### config.mk
export PLATFORM = sky130hd
export DESIGN_NAME = ubb_top
export DESIGN_NICKNAME = d
export VERILOG_FILES = /design/src/design/ubb_pkg.sv /design/src/design/ubb_fifo.sv /design/src/design/ubb_sync.sv /design/src/design/ubb_top.sv
export SDC_FILE = /design/constraint.sdc
export NUM_CORES = 1
export LEC_CHECK = 0
export ABC_AREA = 1
export ABC_CLOCK_PERIOD_IN_PS = 7530
export BUFFER_PORTS_ARGS = -buffer_cell sky130_fd_sc_hd__buf_2
export CAP_MARGIN = 20
export CORE_AREA = 2 2 204 206
export CTS_CLUSTER_SIZE = 30
export DETAILED_ROUTE_END_ITERATION = 7
export DIE_AREA = 0 0 206 208
export REMOVE_ABC_BUFFERS = 1
export SLEW_MARGIN = 0
export SYNTH_ARGS = -nofsm -noshare
export SYNTH_HDL_FRONTEND = slang
export SYNTH_SLANG_ARGS = --single-unit
export TNS_END_PERCENT = 5
### constraint.sdc
create_clock -name clock -period 7.53 [get_ports clock]
set_input_delay 0.3765 -clock clock [delete_from_list [all_inputs] [get_ports clock]]
set_output_delay 0.3765 -clock clock [all_outputs]
set_load 0.005 [all_outputs]
### src/design/ubb_pkg.sv
/*
 ubb_pkg: addresses, field positions, reset values, timing counts and types
 of the burst alias receive/transmit buffer block.
 Assumes one 200 MHz clock and an APB master with 32-bit data.
*/
// Behaviour
// - sixteen word-spaced alias locations read the receive buffer and write transmit holding.
// - an alias read returns the received byte in bits 7:0, serial or infrared.
// - read data is valid only while the data-ready flag is set.
// - with FIFOs off a new byte overwrites an unread one and flags overrun.
// - with FIFOs on an alias read returns the head of the receive FIFO.
// - a byte arriving at a full receive FIFO is dropped and flags overrun.
// - an alias write sends a byte on serial or active-low infrared output.
// - with FIFOs off one write clears the transmit-holding-empty flag.
// - with FIFOs off further writes before empty overwrite the pending byte.
// - with FIFOs on the transmit FIFO accepts sixteen bytes before full.
// - a write to a full transmit FIFO is dropped, contents unchanged.
package ubb_pkg;
  localparam logic [31:0] ALIAS_BASE = 32'h5000_1130;
  localparam logic [31:0] ALIAS_LAST = 32'h5000_116c;
  localparam logic [31:0] ALIAS_5_ADDR = 32'h5000_1144;
  localparam logic [31:0] ALIAS_6_ADDR = 32'h5000_1148;
  localparam logic [31:0] CTRL_ADDR = 32'h5000_1200;
  localparam logic [31:0] STAT_ADDR = 32'h5000_1204;
  localparam int CTRL_FIFO_EN_BIT = 0;
  localparam int CTRL_IR_BIT = 1;
  localparam int STAT_DR_BIT = 0;
  localparam int STAT_OE_BIT = 1;
  localparam int STAT_TRANSMIT_HOLDING_EMPTY_FLAG_BIT = 5;
  localparam int STAT_TEMT_BIT = 6;
  localparam int STAT_TXF_BIT = 8;
  localparam int STAT_RXF_BIT = 9;
  localparam logic [7:0] BUF_RST = 8'h00;
  localparam int DATA_W = 8;
  localparam int FIFO_DEPTH = 16;
  localparam int CLK_HZ = 200_000_000;
  localparam int BAUD_HZ = 115_200;
  localparam logic [10:0] BIT_CYC = 11'(CLK_HZ / BAUD_HZ);
  localparam logic [10:0] HALF_CYC = 11'(CLK_HZ / BAUD_HZ / 2);

  typedef struct packed {
    logic ir_mode;
    logic fifo_en;
  } ubb_ctrl_t;

  localparam ubb_ctrl_t CTRL_RST = '{ir_mode: 1'b0, fifo_en: 1'b0};

  typedef struct packed {
    logic sel;
    logic en;
    logic wr;
    logic [31:0] addr;
    logic [31:0] wdata;
  } ubb_apb_req_t;

  typedef enum logic [1:0] {
    SER_IDLE = 2'b00,
    SER_START = 2'b01,
    SER_DATA = 2'b10,
    SER_STOP = 2'b11
  } ubb_ser_st_t;

  function automatic logic ubb_is_alias(input logic [31:0] a);
    ubb_is_alias = (a >= ALIAS_BASE) && (a <= ALIAS_LAST) && (a[1:0] == 2'b00);
  endfunction : ubb_is_alias
endpackage : ubb_pkg

### src/design/ubb_fifo.sv
/*
 ubb_fifo: show-ahead FIFO, storage and head word held in flip-flops.
 Assumes a single clock; clr empties it in one cycle.
*/
`timescale 1ns/1ps
module ubb_fifo #(
  parameter int WIDTH = 8,
  parameter int DEPTH = 16
) (
  // clock and reset
  input wire logic clock,
  input wire logic rstn,
  input wire logic clr,
  // fill side
  input wire logic in_valid,
  output logic in_ready,
  input wire logic [WIDTH-1:0] in_data,
  // drain side
  output logic out_valid,
  input wire logic out_ready,
  output logic [WIDTH-1:0] out_data
);
  localparam int AW = $clog2(DEPTH);
  logic [WIDTH-1:0] mem_q [DEPTH];
  logic [AW-1:0] wr_q;
  logic [AW-1:0] rd_q;
  logic [AW:0] cnt_q;
  wire push = in_valid && in_ready;
  wire pop = out_valid && out_ready;

  assign in_ready = (cnt_q != (AW+1)'(DEPTH));
  assign out_valid = (cnt_q != '0);
  assign out_data = mem_q[rd_q];

  always_ff @(posedge clock) begin
    if (push) begin
      mem_q[wr_q] <= in_data;
    end
  end

  always_ff @(posedge clock or negedge rstn) begin
    if (!rstn) begin
      wr_q <= '0;
      rd_q <= '0;
      cnt_q <= '0;
    end else if (clr) begin
      wr_q <= '0;
      rd_q <= '0;
      cnt_q <= '0;
    end else begin
      wr_q <= push ? wr_q + 1'b1 : wr_q;
      rd_q <= pop ? rd_q + 1'b1 : rd_q;
      cnt_q <= cnt_q + (AW+1)'(push) - (AW+1)'(pop);
    end
  end
endmodule : ubb_fifo

### src/design/ubb_sync.sv
/*
 ubb_sync: two-flop synchroniser for a pin level.
 Assumes the pin is asynchronous to clock; idles at RST_VAL.
*/
`timescale 1ns/1ps
module ubb_sync #(
  parameter logic RST_VAL = 1'b1
) (
  // clock and reset
  input wire logic clock,
  input wire logic rstn,
  // level in and out
  input wire logic din,
  output logic dout
);
  logic meta_q;

  always_ff @(posedge clock or negedge rstn) begin
    if (!rstn) begin
      meta_q <= RST_VAL;
      dout <= RST_VAL;
    end else begin
      meta_q <= din;
      dout <= meta_q;
    end
  end
endmodule : ubb_sync

### src/design/ubb_top.sv
/*
 ubb_top: APB slave with sixteen alias words onto receive buffer and
 transmit holding, 8N1 serial and infrared engines, receive and transmit FIFOs.
 Assumes APB master on clock; sin and sir_in are asynchronous pins.
*/
// The implementer's own choice: the APB slave port.
`timescale 1ns/1ps
module ubb_top
  import ubb_pkg::*;
(
  // clock and reset
  input wire logic clock,
  input wire logic rstn,
  // apb slave
  input wire logic psel,
  input wire logic penable,
  input wire logic pwrite,
  input wire logic [31:0] paddr,
  input wire logic [31:0] pwdata,
  output logic [31:0] prdata,
  output logic pready,
  output logic pslverr,
  // serial and infrared link
  input wire logic sin,
  input wire logic sir_in,
  output logic sout,
  output logic sir_out_n
);
  import ubb_pkg::*;

  ubb_apb_req_t req;
  assign req = '{sel: psel, en: penable, wr: pwrite, addr: paddr, wdata: pwdata};

  // address decode
  wire hit_alias = ubb_is_alias(req.addr);
  wire hit_ctrl = (req.addr == CTRL_ADDR);
  wire hit_stat = (req.addr == STAT_ADDR);
  wire hit_any = hit_alias || hit_ctrl || hit_stat;
  wire setup = req.sel && !req.en;
  wire access = req.sel && req.en;
  wire wr_acc = access && req.wr;
  wire rd_acc = access && !req.wr;
  wire alias_wr = wr_acc && hit_alias;
  wire ctrl_wr = wr_acc && hit_ctrl;
  wire stat_rd = rd_acc && hit_stat;

  assign pready = 1'b1;
  assign pslverr = access && !hit_any;

  // control register
  ubb_ctrl_t ctrl_q;
  wire ubb_ctrl_t ctrl_d = '{ir_mode: req.wdata[CTRL_IR_BIT],
                             fifo_en: req.wdata[CTRL_FIFO_EN_BIT]};
  wire fifo_en = ctrl_q.fifo_en;
  wire fifo_clr = ctrl_wr && (ctrl_d.fifo_en != ctrl_q.fifo_en);

  always_ff @(posedge clock or negedge rstn) begin
    if (!rstn) begin
      ctrl_q <= CTRL_RST;
    end else if (ctrl_wr) begin
      ctrl_q <= ctrl_d;
    end
  end

  // pin synchronisers
  logic sin_s;
  logic sir_in_s;

  ubb_sync #(.RST_VAL(1'b1)) u_sync_sin (
    .clock(clock),
    .rstn(rstn),
    .din(sin),
    .dout(sin_s)
  );

  ubb_sync #(.RST_VAL(1'b0)) u_sync_sir (
    .clock(clock),
    .rstn(rstn),
    .din(sir_in),
    .dout(sir_in_s)
  );

  // infrared input pulses high for a zero bit
  wire rx_line = ctrl_q.ir_mode ? !sir_in_s : sin_s;

  // receive engine
  ubb_ser_st_t rx_st_q;
  logic [10:0] rx_cnt_q;
  logic [2:0] rx_idx_q;
  logic [7:0] rx_sh_q;
  logic rx_done_q;
  wire rx_tick = (rx_cnt_q == 11'h000);
  wire [7:0] rx_sh_d = {rx_line, rx_sh_q[7:1]};

  always_ff @(posedge clock or negedge rstn) begin
    if (!rstn) begin
      rx_st_q <= SER_IDLE;
      rx_cnt_q <= 11'h000;
      rx_idx_q <= 3'h0;
      rx_sh_q <= BUF_RST;
      rx_done_q <= 1'b0;
    end else begin
      rx_done_q <= 1'b0;
      rx_cnt_q <= rx_tick ? BIT_CYC - 11'h001 : rx_cnt_q - 11'h001;
      case (rx_st_q)
        SER_IDLE: begin
          rx_cnt_q <= HALF_CYC;
          if (!rx_line) begin
            rx_st_q <= SER_START;
          end
        end
        SER_START: begin
          if (rx_tick) begin
            rx_st_q <= rx_line ? SER_IDLE : SER_DATA;
            rx_idx_q <= 3'h0;
          end
        end
        SER_DATA: begin
          if (rx_tick) begin
            rx_sh_q <= rx_sh_d;
            rx_idx_q <= rx_idx_q + 3'h1;
            if (rx_idx_q == 3'h7) begin
              rx_st_q <= SER_STOP;
            end
          end
        end
        SER_STOP: begin
          if (rx_tick) begin
            rx_done_q <= rx_line;
            rx_st_q <= SER_IDLE;
          end
        end
        default: begin
          rx_st_q <= SER_IDLE;
        end
      endcase
    end
  end

  // receive FIFO
  logic rxf_in_ready;
  logic rxf_out_valid;
  logic [7:0] rxf_out_data;
  logic rd_ok_q;
  wire alias_rd = rd_acc && hit_alias && rd_ok_q;

  ubb_fifo #(.WIDTH(DATA_W), .DEPTH(FIFO_DEPTH)) u_rx_fifo (
    .clock(clock),
    .rstn(rstn),
    .clr(fifo_clr),
    .in_valid(rx_done_q && fifo_en),
    .in_ready(rxf_in_ready),
    .in_data(rx_sh_q),
    .out_valid(rxf_out_valid),
    .out_ready(alias_rd && fifo_en),
    .out_data(rxf_out_data)
  );

  // single receive holding register when FIFOs are off
  logic [7:0] rx_hold_q;
  logic rx_dr_q;
  logic overrun_q;
  wire hold_clr = alias_rd && !fifo_en;
  wire ovr_hold = rx_done_q && !fifo_en && rx_dr_q && !hold_clr;
  wire ovr_fifo = rx_done_q && fifo_en && !rxf_in_ready;
  wire data_ready = fifo_en ? rxf_out_valid : rx_dr_q;

  always_ff @(posedge clock or negedge rstn) begin
    if (!rstn) begin
      rx_hold_q <= BUF_RST;
      rx_dr_q <= 1'b0;
    end else if (rx_done_q && !fifo_en) begin
      rx_hold_q <= rx_sh_q;
      rx_dr_q <= 1'b1;
    end else if (hold_clr || fifo_clr) begin
      rx_dr_q <= 1'b0;
    end
  end

  // overrun: a new event wins over the clear-on-status-read
  always_ff @(posedge clock or negedge rstn) begin
    if (!rstn) begin
      overrun_q <= 1'b0;
    end else if (ovr_hold || ovr_fifo) begin
      overrun_q <= 1'b1;
    end else if (stat_rd) begin
      overrun_q <= 1'b0;
    end
  end

  // transmit FIFO and single holding register
  logic txf_in_ready;
  logic txf_out_valid;
  logic [7:0] txf_out_data;
  logic [7:0] tx_hold_q;
  logic transmit_holding_empty_flag_q;
  logic tx_load;

  ubb_fifo #(.WIDTH(DATA_W), .DEPTH(FIFO_DEPTH)) u_tx_fifo (
    .clock(clock),
    .rstn(rstn),
    .clr(fifo_clr),
    .in_valid(alias_wr && fifo_en),
    .in_ready(txf_in_ready),
    .in_data(req.wdata[7:0]),
    .out_valid(txf_out_valid),
    .out_ready(tx_load && fifo_en),
    .out_data(txf_out_data)
  );

  wire transmit_holding_empty_flag = fifo_en ? !txf_out_valid : transmit_holding_empty_flag_q;
  wire tx_src_valid = fifo_en ? txf_out_valid : !transmit_holding_empty_flag_q;
  wire [7:0] tx_src_data = fifo_en ? txf_out_data : tx_hold_q;

  always_ff @(posedge clock or negedge rstn) begin
    if (!rstn) begin
      tx_hold_q <= BUF_RST;
      transmit_holding_empty_flag_q <= 1'b1;
    end else if (alias_wr && !fifo_en) begin
      tx_hold_q <= req.wdata[7:0];
      transmit_holding_empty_flag_q <= 1'b0;
    end else if ((tx_load && !fifo_en) || fifo_clr) begin
      transmit_holding_empty_flag_q <= 1'b1;
    end
  end

  // transmit engine
  ubb_ser_st_t tx_st_q;
  logic [10:0] tx_cnt_q;
  logic [2:0] tx_idx_q;
  logic [7:0] tx_sh_q;
  logic tx_bit_q;
  wire tx_tick = (tx_cnt_q == 11'h000);
  assign tx_load = (tx_st_q == SER_IDLE) && tx_src_valid;

  always_ff @(posedge clock or negedge rstn) begin
    if (!rstn) begin
      tx_st_q <= SER_IDLE;
      tx_cnt_q <= 11'h000;
      tx_idx_q <= 3'h0;
      tx_sh_q <= BUF_RST;
      tx_bit_q <= 1'b1;
    end else begin
      tx_cnt_q <= tx_tick ? BIT_CYC - 11'h001 : tx_cnt_q - 11'h001;
      case (tx_st_q)
        SER_IDLE: begin
          tx_bit_q <= 1'b1;
          if (tx_load) begin
            tx_sh_q <= tx_src_data;
            tx_bit_q <= 1'b0;
            tx_cnt_q <= BIT_CYC - 11'h001;
            tx_st_q <= SER_START;
          end
        end
        SER_START: begin
          if (tx_tick) begin
            tx_bit_q <= tx_sh_q[0];
            tx_sh_q <= {1'b1, tx_sh_q[7:1]};
            tx_idx_q <= 3'h0;
            tx_st_q <= SER_DATA;
          end
        end
        SER_DATA: begin
          if (tx_tick) begin
            tx_idx_q <= tx_idx_q + 3'h1;
            tx_bit_q <= tx_sh_q[0];
            tx_sh_q <= {1'b1, tx_sh_q[7:1]};
            if (tx_idx_q == 3'h7) begin
              tx_bit_q <= 1'b1;
              tx_st_q <= SER_STOP;
            end
          end
        end
        SER_STOP: begin
          if (tx_tick) begin
            tx_st_q <= SER_IDLE;
          end
        end
        default: begin
          tx_st_q <= SER_IDLE;
        end
      endcase
    end
  end

  // infrared output pulses low for a zero bit, uart output idles high
  always_ff @(posedge clock or negedge rstn) begin
    if (!rstn) begin
      sout <= 1'b1;
      sir_out_n <= 1'b1;
    end else begin
      sout <= ctrl_q.ir_mode ? 1'b1 : tx_bit_q;
      sir_out_n <= !(ctrl_q.ir_mode && !tx_bit_q);
    end
  end

  // read data, captured in the setup phase
  wire tx_idle = transmit_holding_empty_flag && (tx_st_q == SER_IDLE);
  wire [7:0] rx_head = fifo_en ? rxf_out_data : rx_hold_q;
  wire [31:0] stat_word = {22'h0, !rxf_in_ready, !txf_in_ready, 1'b0, tx_idle,
                           transmit_holding_empty_flag, 3'h0, overrun_q, data_ready};
  wire [31:0] ctrl_word = {30'h0, ctrl_q.ir_mode, ctrl_q.fifo_en};
  wire [31:0] rdata_d = hit_alias ? {24'h0, rx_head} :
                        hit_stat ? stat_word :
                        hit_ctrl ? ctrl_word : 32'h0;

  always_ff @(posedge clock or negedge rstn) begin
    if (!rstn) begin
      prdata <= 32'h0;
      rd_ok_q <= 1'b0;
    end else if (setup) begin
      prdata <= req.wr ? 32'h0 : rdata_d;
      rd_ok_q <= data_ready;
    end
  end
endmodule : ubb_top

# Word level (Yosys, flattened, before mapping)
# Memory sizes are Yosys's and may differ from the RTL's.
# Cells that the tools add are included.
# Widths: inputs -> output; s select.
# totals
reg_bits,136
latchBits,0
ram_bits,256
mem_bits_ro,0
input_bits,71
output_inout_bits,36
wordCells,210
mem_count,2
# op_classes
addsub,12
mul,0
div,0
order_cmp,2
n_eq_ne,24
shift,0
mux,65
n_bitwise,0
n_reduce_logical,74
# memory_table
name,depth,width,read_ports,rd_clocked_by_memory_dff,wr,line,source
u_rx_fifo.mem_q,16,8,1,0,1,ubb_fifo.sv:24,logic [WIDTH-1:0] mem_q [DEPTH];
u_tx_fifo.mem_q,16,8,1,0,1,ubb_fifo.sv:24,
# ops
cell,count
$eq 32x31->1 const B,2
$mux 11,5
$ge 32x31->1 const B,1
$le 32x31->1 const B,1
$mux 4,8
$mux 8,4
$logic_and 1x1->1,31
$mux 10,3
$mux 2,12
$logic_not 11->1,2
$sub 11x1->11 const B,2
$mux 1,21
$ne 2x2->1 const B,10
$reduce_bool 2->1,10
$add 4x1->4 const B,4
$pmux 2 s4,2
$pmux 8 s2,1
$logic_not 1->1,12
$mux 3,4
$pmux 3 s2,2
$reduce_and 3->1,4
$add 5x1->5,2
$mux 5,2
$ne 5x5->1 const B,2
other kinds (15),30

# Depth between registers and ports, before layout
# Gate-level depths: netlist of the first run.
# depth
ltp_word,10
depth_mapped,19
mapped_depth_nobuf,19

# Modules after synthesis
# Synthesis of the first run repeated with hierarchy kept, for this count alone.
# unflattened
hier_cells,1839
area_unflattened_um2,17573.1
# modules_own_cells
mod,n_inst,cells_each,area_each_um2,seq_area_each_um2
ubb_fifo,2,625,6372.4,4169.0
ubb_top,1,585,4725.8,2107.0
ubb_sync at u_sync_sin,1,2,52.6,52.6
ubb_sync at u_sync_sir,1,2,50.0,50.0

# Worst setup path after synthesis of the first run
# No wires, ideal clock.
# synth_path
kind,input to register
startpoint,input paddr[19]
endpoint,register u_rx_fifo.cnt_q[4]
setup_ns,0.113
arrival_ns,2.702
required_ns,7.417
setup_slack_ns,4.715
cell_stages,18
n_path_buf,0
path_cell_list,nor2_1 -> nand2_1 -> nor2_2 -> nand2_2 -> nor2_4 -> nand4_1 -> nor2_2 -> ha_1 -> inv_1 -> ha_1 -> inv_1 -> fa_1 -> or2_2 -> nand2_1 -> a21oi_1 -> xor2_1 -> nand2_1 -> inv_1
# synth_via
elab_chain_len,9
elab_cells_between_ends,13
classes_between,1 x add/sub; 2 x order compare; 1 x eq/ne; 1 x mux; 8 x reduce/logical
# synth_rtl
item,line,source
"start, declared",ubb_top.sv:18,"input wire logic [31:0] paddr,"
$ge 32x31->1 / $le 32x31->1 (equally long branches),ubb_pkg.sv:64,ubb_is_alias = (a >= ALIAS_BASE) && (a <= ALIAS_LAST) && (a[1:0] == 2'b00);
$logic_and 1x1->1 (2 in a row),ubb_pkg.sv:64,
$logic_and 1x1->1 (2 in a row),ubb_top.sv:145,wire alias_rd = rd_acc && hit_alias && rd_ok_q;
$logic_and 1x1->1,ubb_top.sv:155,".out_ready(alias_rd && fifo_en),"
$logic_and 1x1->1,ubb_fifo.sv:29,wire pop = out_valid && out_ready;
$sub 5x1->5,ubb_fifo.sv:53,cnt_q <= cnt_q + (AW+1)'(push) - (AW+1)'(pop);
$mux 5 (*),ubb_fifo.sv:46,end else if (clr) begin
"end signal, assigned",ubb_fifo.sv:53,
"end, declared",ubb_fifo.sv:27,logic [AW:0] cnt_q;
# Every way passes the cells marked *; elsewhere a longest branch is shown, timed or not.
# A chain may end at the register's enable or synchronous reset.

# Final worst setup path of the first run
# layout_path
startpoint,register ctrl_q (netlist bit fifo_en)
endpoint,register u_rx_fifo.cnt_q[4]
# layout_via
elab_chain_len,5
elab_cells_between_ends,9
classes_between,2 x add/sub; 1 x eq/ne; 1 x mux; 5 x reduce/logical
# layout_rtl
item,line,source
"start, declared",ubb_top.sv:51,ubb_ctrl_t ctrl_q;
"start signal, assigned",ubb_top.sv:61,ctrl_q <= ctrl_d;
$logic_and 1x1->1,ubb_top.sv:151,".in_valid(rx_done_q && fifo_en),"
$logic_and 1x1->1,ubb_fifo.sv:28,wire push = in_valid && in_ready;
$add 5x1->5,ubb_fifo.sv:53,
$sub 5x1->5,ubb_fifo.sv:53,
$mux 5 (*),ubb_fifo.sv:46,
# Marked as above.

==> impl_metrics.yaml, run 1 <==
drt:
  wl_met2_mm: 17.0
  highest_layer: "met4"
  wl_met1_mm: 17.8
  drtAntennaViolNets: 0
  drt_pre_antenna_iters: 5
  avgViaCountPerCell: 5.08
  via_count: 11500
  route.detailed.drc: 0
  wl_mm: 37.4
  wl_met3_mm: 1.88
  drt_iter0_markers: 888
  wl_per_cell_microns: 16.5
synth:
  synth_area_per_cell_sq_um: 10.2
  synth_cell_types: 53
  synth-edff-count: 256
  syn_area_sq_mm: 0.0169
  synth_seq_cells: 370
  synth_warnings: 0
  synthTopCellsByArea: "edfxtp_1 (46%), dfrtp_1 (16%), nand2_1 (10%)"
  yosysSeqAreaShare_pct: 62.6
  synth_cells: 1658
  async_flop_share_pct: 30.8
  synthFlopType: "edfxtp_1"
  netlist.area_leader.share_pct: 45.6
  yosys.area.top_type: "edfxtp_1"
layout:
  stdcell_count: 2265
  antenna_cells: 0
  drive_above_1_share_pct: 11.1
  fin_area_sq_mm: 0.0187
  area_growth_syn_to_layout_pct: 10.7
  nets: 1812
global_routing:
  track_usage_pct: 17.8
  first_global_vias: 11200
  grt_antenna_before_repair: 0
  grt_max_degree: 72
  grt-ovfl-total: 0
  grt_first_pass_wirelength_mm: 60.0
die:
  dieArea_sq_mm: 0.0428
  num_rows: 74
  die_h_microns: 208
  io_pins: 107
  coreArea_sq_mm: 0.0406
  initial_core_util_pct: 41.6
  fp.dieW_microns: 206
worst_setup_path:
  crit_fanout: 28
  cp-start-kind: "flip-flop"
  required_ns: 7.94
  cp.arrival_ns: 3.43
  critPathCaptureType: "flip-flop"
  crit_type: "reg -> reg"
min_path:
  worstHoldPathType: "in -> async"
run_status:
  status: "finished, violations left"
  violations: "hold timing"
clocking:
  clock_latency_ns: 0.54
  cts_max_level: 2
  clkTransAtPathRegs_ns: 0.06
  cts_buffers: 38
  ctsHoldBuffers: 2
  cts_resized: 0
  cts_setup_buffers: 0
  cts_root_buffer: "clkbuf_16"
  clock-sinks: 370
  cts_tree: "yes"
  clock_path_buffers: 3
timing:
  maxSlewHeadroom_pct: 29.7
  hold_violations: 23
  max_slew.worst_pin.slew_ns: 1.05
  timing.hold.ws_ns: -0.0194
  period_needed_ns: 3.03
  rsz0062_at_grt: "no"
  setup_viol: 0
  drv_slew: 0
  clock_skew_ns: 0.0267
  finalSetupTns_ns: 0
  post-route-period-util_pct: 40.2
  timing.fmax_ghz: 0.330
power_and_ir_drop:
  powerDensity_mw_per_mm2: 216
  leakage_uw: 0.00758
  max-vdd-ir-drop_mv: 0.129
place:
  hpwlAfterDp_mm: 24.2
  routabilityCongestion: 0.793
  port_buffers: 59
  postPlaceCellArea_sq_mm: 0.0175
  placed_cells: 2196
job:
  maxCapViolCount: 0
==> worst max-delay path, cell delays in order, from the launching register on <==
cell and delay, ns:
dfrtp_1 0.53, buf_4 0.39, nand2_1 0.16, nor2_2 0.20, ha_1 0.25, inv_1 0.06, ha_1 0.17, inv_1 0.06
fa_1 0.37, or2_2 0.31, nand2_1 0.07, a21oi_1 0.07, xor2_1 0.15, nand2_1 0.07, inv_1 0.05
==> cells in the final DEF (no fill, tap or decap), types with 23 or more instances in the layout <==
cell type and count:
nand2_1 457, edfxtp_1 256, nand3_1 170, nor2_1 141, inv_1 131, dfrtp_1 106
buf_2 58, o21ai_0 57, a21oi_1 47, clkbuf_16 39, ha_1 33, conb_1 23
==> state kept, by name (all words and copies together) (netlist names), 2 cells and up, named ones only <==
name and count:
u_rx_fifo.mem_q 128, u_tx_fifo.mem_q 128, rx_cnt_q 11, tx_cnt_q 11
prdata 10, rx_hold_q 8, rx_sh_q 8, tx_hold_q 8
tx_sh_q 8, u_rx_fifo.cnt_q 5, u_tx_fifo.cnt_q 5, u_rx_fifo.rd_q 4
u_rx_fifo.wr_q 4, u_tx_fifo.rd_q 4, u_tx_fifo.wr_q 4, rx_idx_q 3
tx_idx_q 3, tx_st_q 2
==> kinds of logic (layout without fill, tap and decap cells) <==
logic type      Yosys count  in the layout  synth area share [%]
compound gates          167            167                  5.97
buf+inv                 226            280                  6.02
simple gates            839            839                  21.7
flops                   370            370                  62.6
other cells               2             23                0.0445
xor+xnor                 19             19                 0.987
fa+ha+maj                35             35                  2.69
==> stage by stage <==
stage / hold WS (ns) / utilization [%] / setup slack (ns) / total power (uW)
floorplan: 0.0809 / - / 4.40 / 2270
global placement: 0.356 / 43.2 / 4.30 / 2310
detailed placement: 0.350 / 43.2 / 4.25 / 2320
CTS: 0.0127 / 46.0 / 4.49 / 4060
global route: 0.0458 / 46.0 / 4.29 / 4160
finish: -0.0194 / 46.0 / 4.50 / 4030
==> cell usage after synthesis, types with 4 or more instances <==
master,number
o21ai_1,7
xor2_1,11
a21oi_1,47
o31ai_1,5
nand2_1,457
o211ai_1,11
or2_2,10
o21ai_0,57
dfrtp_1,108
nand4_1,11
dfstp_2,6
nor2_1,141
nor2_2,12
clkbuf_1,17
buf_4,23
a21boi_0,4
buf_6,4
o21ai_2,11
buf_2,39
nor3_1,8
inv_1,133
nand2_4,5
edfxtp_1,256
o2111ai_1,7
nand2_2,6
nand3_1,170
nor2_4,6
xnor2_1,8
ha_1,33
inv_2,5
==> power breakdown <==
part | internal [uW] | switching, uW | leakage [uW]
Sequential | 2180 | 9.73 | 0.00347
Combinational | 26.0 | 60.0 | 0.00355
Clock | 1000 | 751 | 0.000550
Total | 3210 | 820 | 0.00758
==> routing by layer <==
layer	global-route usage [%]	up-vias
met5	0	-
li1	-	5599
met1	26.2	5561
met4	4.93	0
met2	27.2	301
met3	2.88	54
==> area by class of cell <==
class / count / area, sq um
Clock buffer: 52 / 1040
Clock inverter: 15 / 97.6
Fill cell: 3761 / 21900
Inverter: 142 / 534
Multi-Input combinational cell: 1083 / 5380
Sequential cell: 370 / 10600
Tap cell: 532 / 666
Timing Repair Buffer: 71 / 393
==> worst paths after layout <==
check                      slack, ns                             to                         from  depth (start not counted)
min in group clock              0.10          prdata[9]$_DFFE_PN0P_                       pwrite                          2
setup reg to reg                4.50   u_rx_fifo.cnt_q[4]$_DFF_PN0_          fifo_en$_DFFE_PN0P_                         14
max in group asynchronous       6.39  u_tx_fifo.rd_q[0]$_DFFE_PN0P_                         rstn                          2
setup / recovery                4.50   u_rx_fifo.cnt_q[4]$_DFF_PN0_          fifo_en$_DFFE_PN0P_                         14
hold / removal                 -0.02          rx_cnt_q[5]$_DFF_PN0_                         rstn                          1
hold reg to reg                 0.36      u_sync_sin.dout$_DFF_PN1_  u_sync_sin.meta_q$_DFF_PN1_                          0
No activity file was read; power rests on OpenSTA's default activity.
==> run 2: changes to the inputs <==
- ABC_CLOCK_PERIOD_IN_PS: 7530 -> 3000
- clock period: 7.53 -> 3 ns (I/O delays scaled with it)
==> run 2 against run 1 <==
  * The run now ends clean
  * Cell count increased by 1.7%
  * Via count is 0.99% higher
  * Wire length increased by 1.7%
  * Highest routed layer unchanged
  * Non-clock buffer count increased by 33
  * Clock-buffer cell count grew 5
  * Setup slack worse by 4.3 ns
==> impl_metrics.yaml, run 2 (same netlist as run 1, synthesis figures left out) <==
worst_setup_path:
  crit_fanout: 4
  crit_buf_inv: 6
  r2r_slack_ns: 0.32
  cp.arrival_ns: 3.18
  required_ns: 3.42
  slowest_delay_ns: 0.54
  path_common_cell: "inv_1"
  cp-start-kind: "input port"
  crit_slowest_cell: "dlygate4sd3_1"
  crit_type: "in -> reg"
  cp_top_family: "simple AND/OR/NAND/NOR gates"
  critPathCaptureType: "flip-flop"
  path_cells: "dlygate4sd3_1 -> buf_2 -> inv_1 -> nand3_1 -> nor2_1 -> nand4_1 -> nor2_2 -> ha_1 -> inv_1 -> ha_1 -> inv_1 -> fa_1 -> or2_2 -> nand2_1 -> a21oi_1 -> xor2_1 -> nand2_1 -> inv_1"
layout:
  antenna_cells: 0
  area_growth_syn_to_layout_pct: 12.9
  final_cell_mix: "nand2_1 (457), edfxtp_1 (256), nand3_1 (170), nor2_1 (141), inv_1 (131)"
  nets: 1846
  final_common_cell: "nand2_1"
  stdcell_count: 2303
  largestRegisters: "u_rx_fifo.mem_q: 128 flops, u_tx_fifo.mem_q: 128 flops"
  drive_above_1_share_pct: 12.6
die:
  coreArea_sq_mm: 0.0406
  io_pins: 107
  fp.dieW_microns: 206
  initial_core_util_pct: 41.6
  num_rows: 74
  die_h_microns: 208
  dieArea_sq_mm: 0.0428
power_and_ir_drop:
  p_int_uw: 8240
  powerDensity_mw_per_mm2: 545
  p_sw_uw: 2130
  p_clk_share_pct: 44.8
  switching_share_pct: 20.5
  max-vdd-ir-drop_mv: 0.373
  finalPower_uw: 10400
  pwr-share-comb_pct: 2.2
  seqPwrFrac_pct: 53.0
  leakage_uw: 0.00781
place:
  placed_cells: 2223
  pre_cts_ws_ns: 0.151
  hpwlAfterDp_mm: 25.0
  routabilityCongestion: 0.785
  port_buffers: 59
clocking:
  cts_max_level: 2
  cts_root_buffer: "clkbuf_16"
  cts_tree: "yes"
  clkTransAtPathRegs_ns: 0.06
  clock_path_buffers: 3
  cts_buffers: 39
  clock_latency_ns: 0.54
  cts_setup_buffers: 0
  clock-sinks: 370
global_routing:
  grt_max_degree: 62
  grt-ovfl-total: 0
  track_usage_pct: 18.1
  grt_antenna_before_repair: 0
  first_global_vias: 11300
  grt_first_pass_wirelength_mm: 61.4
timing:
  period_needed_ns: 2.76
  clock_skew_ns: 0.0190
  finalWorstSetupSlack_ns: 0.240
  maxSlewHeadroom_pct: 38.2
  timing.fmax_ghz: 0.362
  hold_violations: 0
  post-route-period-util_pct: 92.0
  max_slew.worst_pin.slew_ns: 0.923
  setup_viol: 0
  rsz0062_at_grt: "no"
  drv_slew: 0
drt:
  drt_iter0_markers: 945
  wl_per_cell_microns: 16.5
  route.detailed.drc: 0
  drt_pre_antenna_iters: 7
  drtAntennaViolNets: 0
  wl_mm: 38.0
  via_count: 11600
  avgViaCountPerCell: 5.05
min_path:
  worstHoldPathType: "in -> reg"
run_status:
  status: "complete, no violations"
job:
  maxCapViolCount: 0
## run 2: cell count changes in the layout (fill, tap and decap cells not counted), sizes merged
cell,delta
clkinvlp,-1
dlygate4sd3,+6
clkbuf,+5
bufinv,+1
inv,+1
buf,+27
clkinv,-1
## run 2: stage by stage
step                      hold WS [ns]  cell area [sq um]  TNS, ns  util [%]
after floorplan                 -0.146              16500    -1.59         -
after global placement         0.00833              17700        0      43.7
after detailed placement       0.00959              17700        0      43.7
after CTS                      0.00376              19000        0      47.0
after global routing            0.0319              19000        0      47.0
final                           0.0191              19000        0      47.0
## run 2: worst register-to-register path: stages, from the launching register on
cell	delay, ns
dfrtp_1	0.40
inv_1	0.14
ha_1	0.26
inv_1	0.12
nor2_1	0.29
ha_1	0.17
inv_1	0.04
ha_1	0.22
fa_1	0.41
a21oi_1	0.19
o21bai_1	0.10
xor2_1	0.14
nand2_1	0.07
inv_1	0.04
## run 2: repair_timing
action	CTS	global route
hold buffers	8	0
gates resized for setup	0	0
hold endpoints to repair	115	0
## run 2: final timing paths
path / startpoint / endpoint / cells after the start
min in group asynchronous: rstn / rx_cnt_q[3]$_DFF_PN0_ / 3
max: pwrite / u_rx_fifo.cnt_q[4]$_DFF_PN0_ / 18
max in group asynchronous: rstn / rx_cnt_q[10]$_DFF_PN0_ / 4
min reg2reg: u_sync_sir.meta_q$_DFF_PN0_ / u_sync_sir.dout$_DFF_PN0_ / 0
min: psel / rd_ok_q$_DFFE_PN0P_ / 4
max reg2reg: tx_st_q[0]$_DFFE_PN0P_ / u_tx_fifo.cnt_q[4]$_DFF_PN0_ / 13
## run 2: cell type report
| type | count | area, sq um |
|---|---|---|
| flip-flops and latches | 370 | 10600 |
| clock buffers | 57 | 1080 |
| clock inverters | 15 | 139 |
| inverters | 142 | 534 |
| repair buffers | 104 | 693 |
| well taps | 532 | 666 |
| multi-input cells | 1083 | 5380 |
| fillers | 3763 | 21500 |
## run 2: metal layers
metal | share of wire [%] | global-route usage, % | vias up | wire length (microns)
met5 | 0 | 0 | - | 0
met4 | 1.7 | 4.61 | 0 | 662
met3 | 5.2 | 2.73 | 50 | 1970
met2 | 46 | 28.6 | 281 | 17400
met1 | 47 | 26.4 | 5624 | 18000
li1 | - | - | 5674 | -
## run 2: power groups by stage
stage | Combinational [uW] | Clock [uW] | Sequential [uW]
2_1_floorplan | 97.8 | 0 | 5600
3_5_place_dp | 222 | 0 | 5600
5_1_grt | 260 | 4930 | 5500
4_1_cts | 231 | 4730 | 5500
3_3_place_gp | 215 | 0 | 5600
6_report | 226 | 4650 | 5500
==> run 3: changes to the inputs <==
- CORE_AREA: 2 2 204 206 -> 2 2 209 211
- DIE_AREA: 0 0 206 208 -> 0 0 211 213
==> run 3 against run 2 <==
  * Clock skew increased by 0.0020 ns
  * Critical path depth stayed put
  * Largest cell class unchanged
  * Wire length up 4.7%
  * Cell count increased by 0.91%
  * Non-clock buffer count is 6 higher
  * Total power is 4.8% higher
==> impl_metrics.yaml, run 3 (same netlist as run 1, synthesis figures left out) <==
place:
  hpwlAfterDp_mm: 26.3
  routabilityCongestion: 0.796
  port_buffers: 59
  pre_cts_ws_ns: 0.103
  postPlaceCellArea_sq_mm: 0.0178
  placed_cells: 2245
timing:
  post-route-period-util_pct: 91.0
  drv_slew: 0
  rsz0062_at_grt: "no"
  max_slew.worst_pin.slew_ns: 0.860
  maxSlewHeadroom_pct: 42.5
  timing.fmax_ghz: 0.366
  period_needed_ns: 2.73
  hold_violations: 0
  clock_skew_ns: 0.0210
  finalWorstSetupSlack_ns: 0.269
  setup_viol: 0
clocking:
  clkTransAtPathRegs_ns: 0.06
  cts_buffers: 40
  clock_path_buffers: 3
  cts_max_level: 2
  clock-sinks: 370
  cts_tree: "yes"
  cts_root_buffer: "clkbuf_16"
  clock_latency_ns: 0.55
power_and_ir_drop:
  p_int_uw: 8660
  switching_share_pct: 20.3
  leakage_uw: 0.00791
  pwr-share-comb_pct: 2.2
  p_clk_share_pct: 47.2
  powerDensity_mw_per_mm2: 564
  seqPwrFrac_pct: 50.6
  max-vdd-ir-drop_mv: 0.384
  p_sw_uw: 2200
worst_setup_path:
  crit_type: "in -> reg"
  crit_fanout: 4
  critPathCaptureType: "flip-flop"
  required_ns: 3.45
  cp.arrival_ns: 3.18
  cp-start-kind: "input port"
die:
  fp.dieW_microns: 211
  initial_core_util_pct: 39.5
  die_h_microns: 213
  coreArea_sq_mm: 0.0427
  num_rows: 76
  io_pins: 107
  dieArea_sq_mm: 0.0449
drt:
  drt_iter0_markers: 907
  drt_pre_antenna_iters: 5
  avgViaCountPerCell: 5.06
  wl_per_cell_microns: 17.1
  via_count: 11800
  wl_mm: 39.8
  drtAntennaViolNets: 0
  route.detailed.drc: 0
global_routing:
  first_global_vias: 11300
  grt-ovfl-total: 0
  grt_antenna_before_repair: 0
  grt_max_degree: 67
  grt_first_pass_wirelength_mm: 62.4
  track_usage_pct: 17.9
job:
  maxCapViolCount: 0
layout:
  nets: 1853
  final_common_cell: "nand2_1"
  drive_above_1_share_pct: 13.4
  antenna_cells: 0
  stdcell_count: 2324
  final_cell_mix: "nand2_1 (457), edfxtp_1 (256), nand3_1 (170), nor2_1 (141), inv_1 (131)"
  fin_area_sq_mm: 0.0192
  largestRegisters: "u_rx_fifo.mem_q: 128 flops, u_tx_fifo.mem_q: 128 flops"
  area_growth_syn_to_layout_pct: 14.2
run_status:
  status: "complete, no violations"
min_path:
  worstHoldPathType: "in -> reg"
run 3: cell types whose count changed in the layout (fill, tap and decap cells not counted), sizes merged:
cell,previous run,this run
inv,140,138
dlygate4sd3,8,6
buf,96,104
bufinv,2,4
clkbuf,57,58
clkinv,15,14
clkinvlp,0,1
run 3: cell type report:
| type | instances | area (sq um) |
|---|---|---|
| fillers | 3987 | 23400 |
| flip-flops and latches | 370 | 10600 |
| multi-input cells | 1083 | 5380 |
| clock buffers | 58 | 1190 |
| repair buffers | 110 | 721 |
| well taps | 546 | 683 |
| inverters | 142 | 534 |
| clock inverters | 15 | 191 |
run 3: routing by layer:
layer	GRT usage [%]	share of wire, %	vias up
li1	-	-	5683
met2	28.0	45	301
met1	25.8	47	5714
met4	5.15	2.2	0
met5	0	0	-
met3	3.09	5.4	61
run 3: worst max-delay path: stages:
cell,delay (ns)
dlygate4sd3_1,0.55
buf_2,0.15
inv_1,0.10
nand3_1,0.12
nor2_1,0.16
nand4_1,0.19
nor2_2,0.15
ha_1,0.24
inv_1,0.06
ha_1,0.17
inv_1,0.06
fa_1,0.37
or2_2,0.32
nand2_1,0.07
a21oi_1,0.07
xor2_1,0.15
nand2_1,0.06
inv_1,0.04
run 3: what timing repair did:
action                                 in CTS  in global routing
hold buffers                                6                  0
setup buffers                               0                  0
endpoints found under the hold margin      49                  0
setup endpoints to repair                   0                  0
gates resized for setup                     0                  0
run 3: power by group through the flow:
stage / sequential, uW / combinational (uW) / clock [uW]
6_report: 5500 / 236 / 5130
5_1_grt: 5500 / 270 / 5410
4_1_cts: 5500 / 239 / 5220
3_5_place_dp: 5600 / 232 / 0
3_3_place_gp: 5600 / 224 / 0
2_1_floorplan: 5600 / 97.8 / 0
run 3: final timing paths:
path                                                   end  depth (start not counted)                         start  slack, ns
setup / recovery              u_rx_fifo.cnt_q[4]$_DFF_PN0_                         18                        pwrite       0.27
hold / removal             u_tx_fifo.mem_q[6][0]$_DFFE_PP_                          1                     pwdata[0]       0.02
setup reg to reg              u_tx_fifo.cnt_q[4]$_DFF_PN0_                         14  u_tx_fifo.cnt_q[2]$_DFF_PN0_       0.31
hold reg to reg                  u_sync_sin.dout$_DFF_PN1_                          0   u_sync_sin.meta_q$_DFF_PN1_       0.36
max in group asynchronous              sir_out_n$_DFF_PN1_                          3                          rstn       2.03
min in group asynchronous            rx_cnt_q[7]$_DFF_PN0_                          2                          rstn       0.16
run 3: metrics by stage:
| step | power (uW) | setup TNS [ns] | util [%] | hold WS (ns) |
|---|---|---|---|---|
| after floorplan | 5690 | -1.59 | - | -0.146 |
| after global placement | 5820 | 0 | 41.7 | 0.217 |
| after detailed placement | 5830 | 0 | 41.7 | 0.223 |
| after CTS | 11000 | 0 | 45.1 | 0.00187 |
| after global routing | 11200 | 0 | 45.1 | 0.0186 |
| final | 10900 | 0 | 45.1 | 0.0237 |
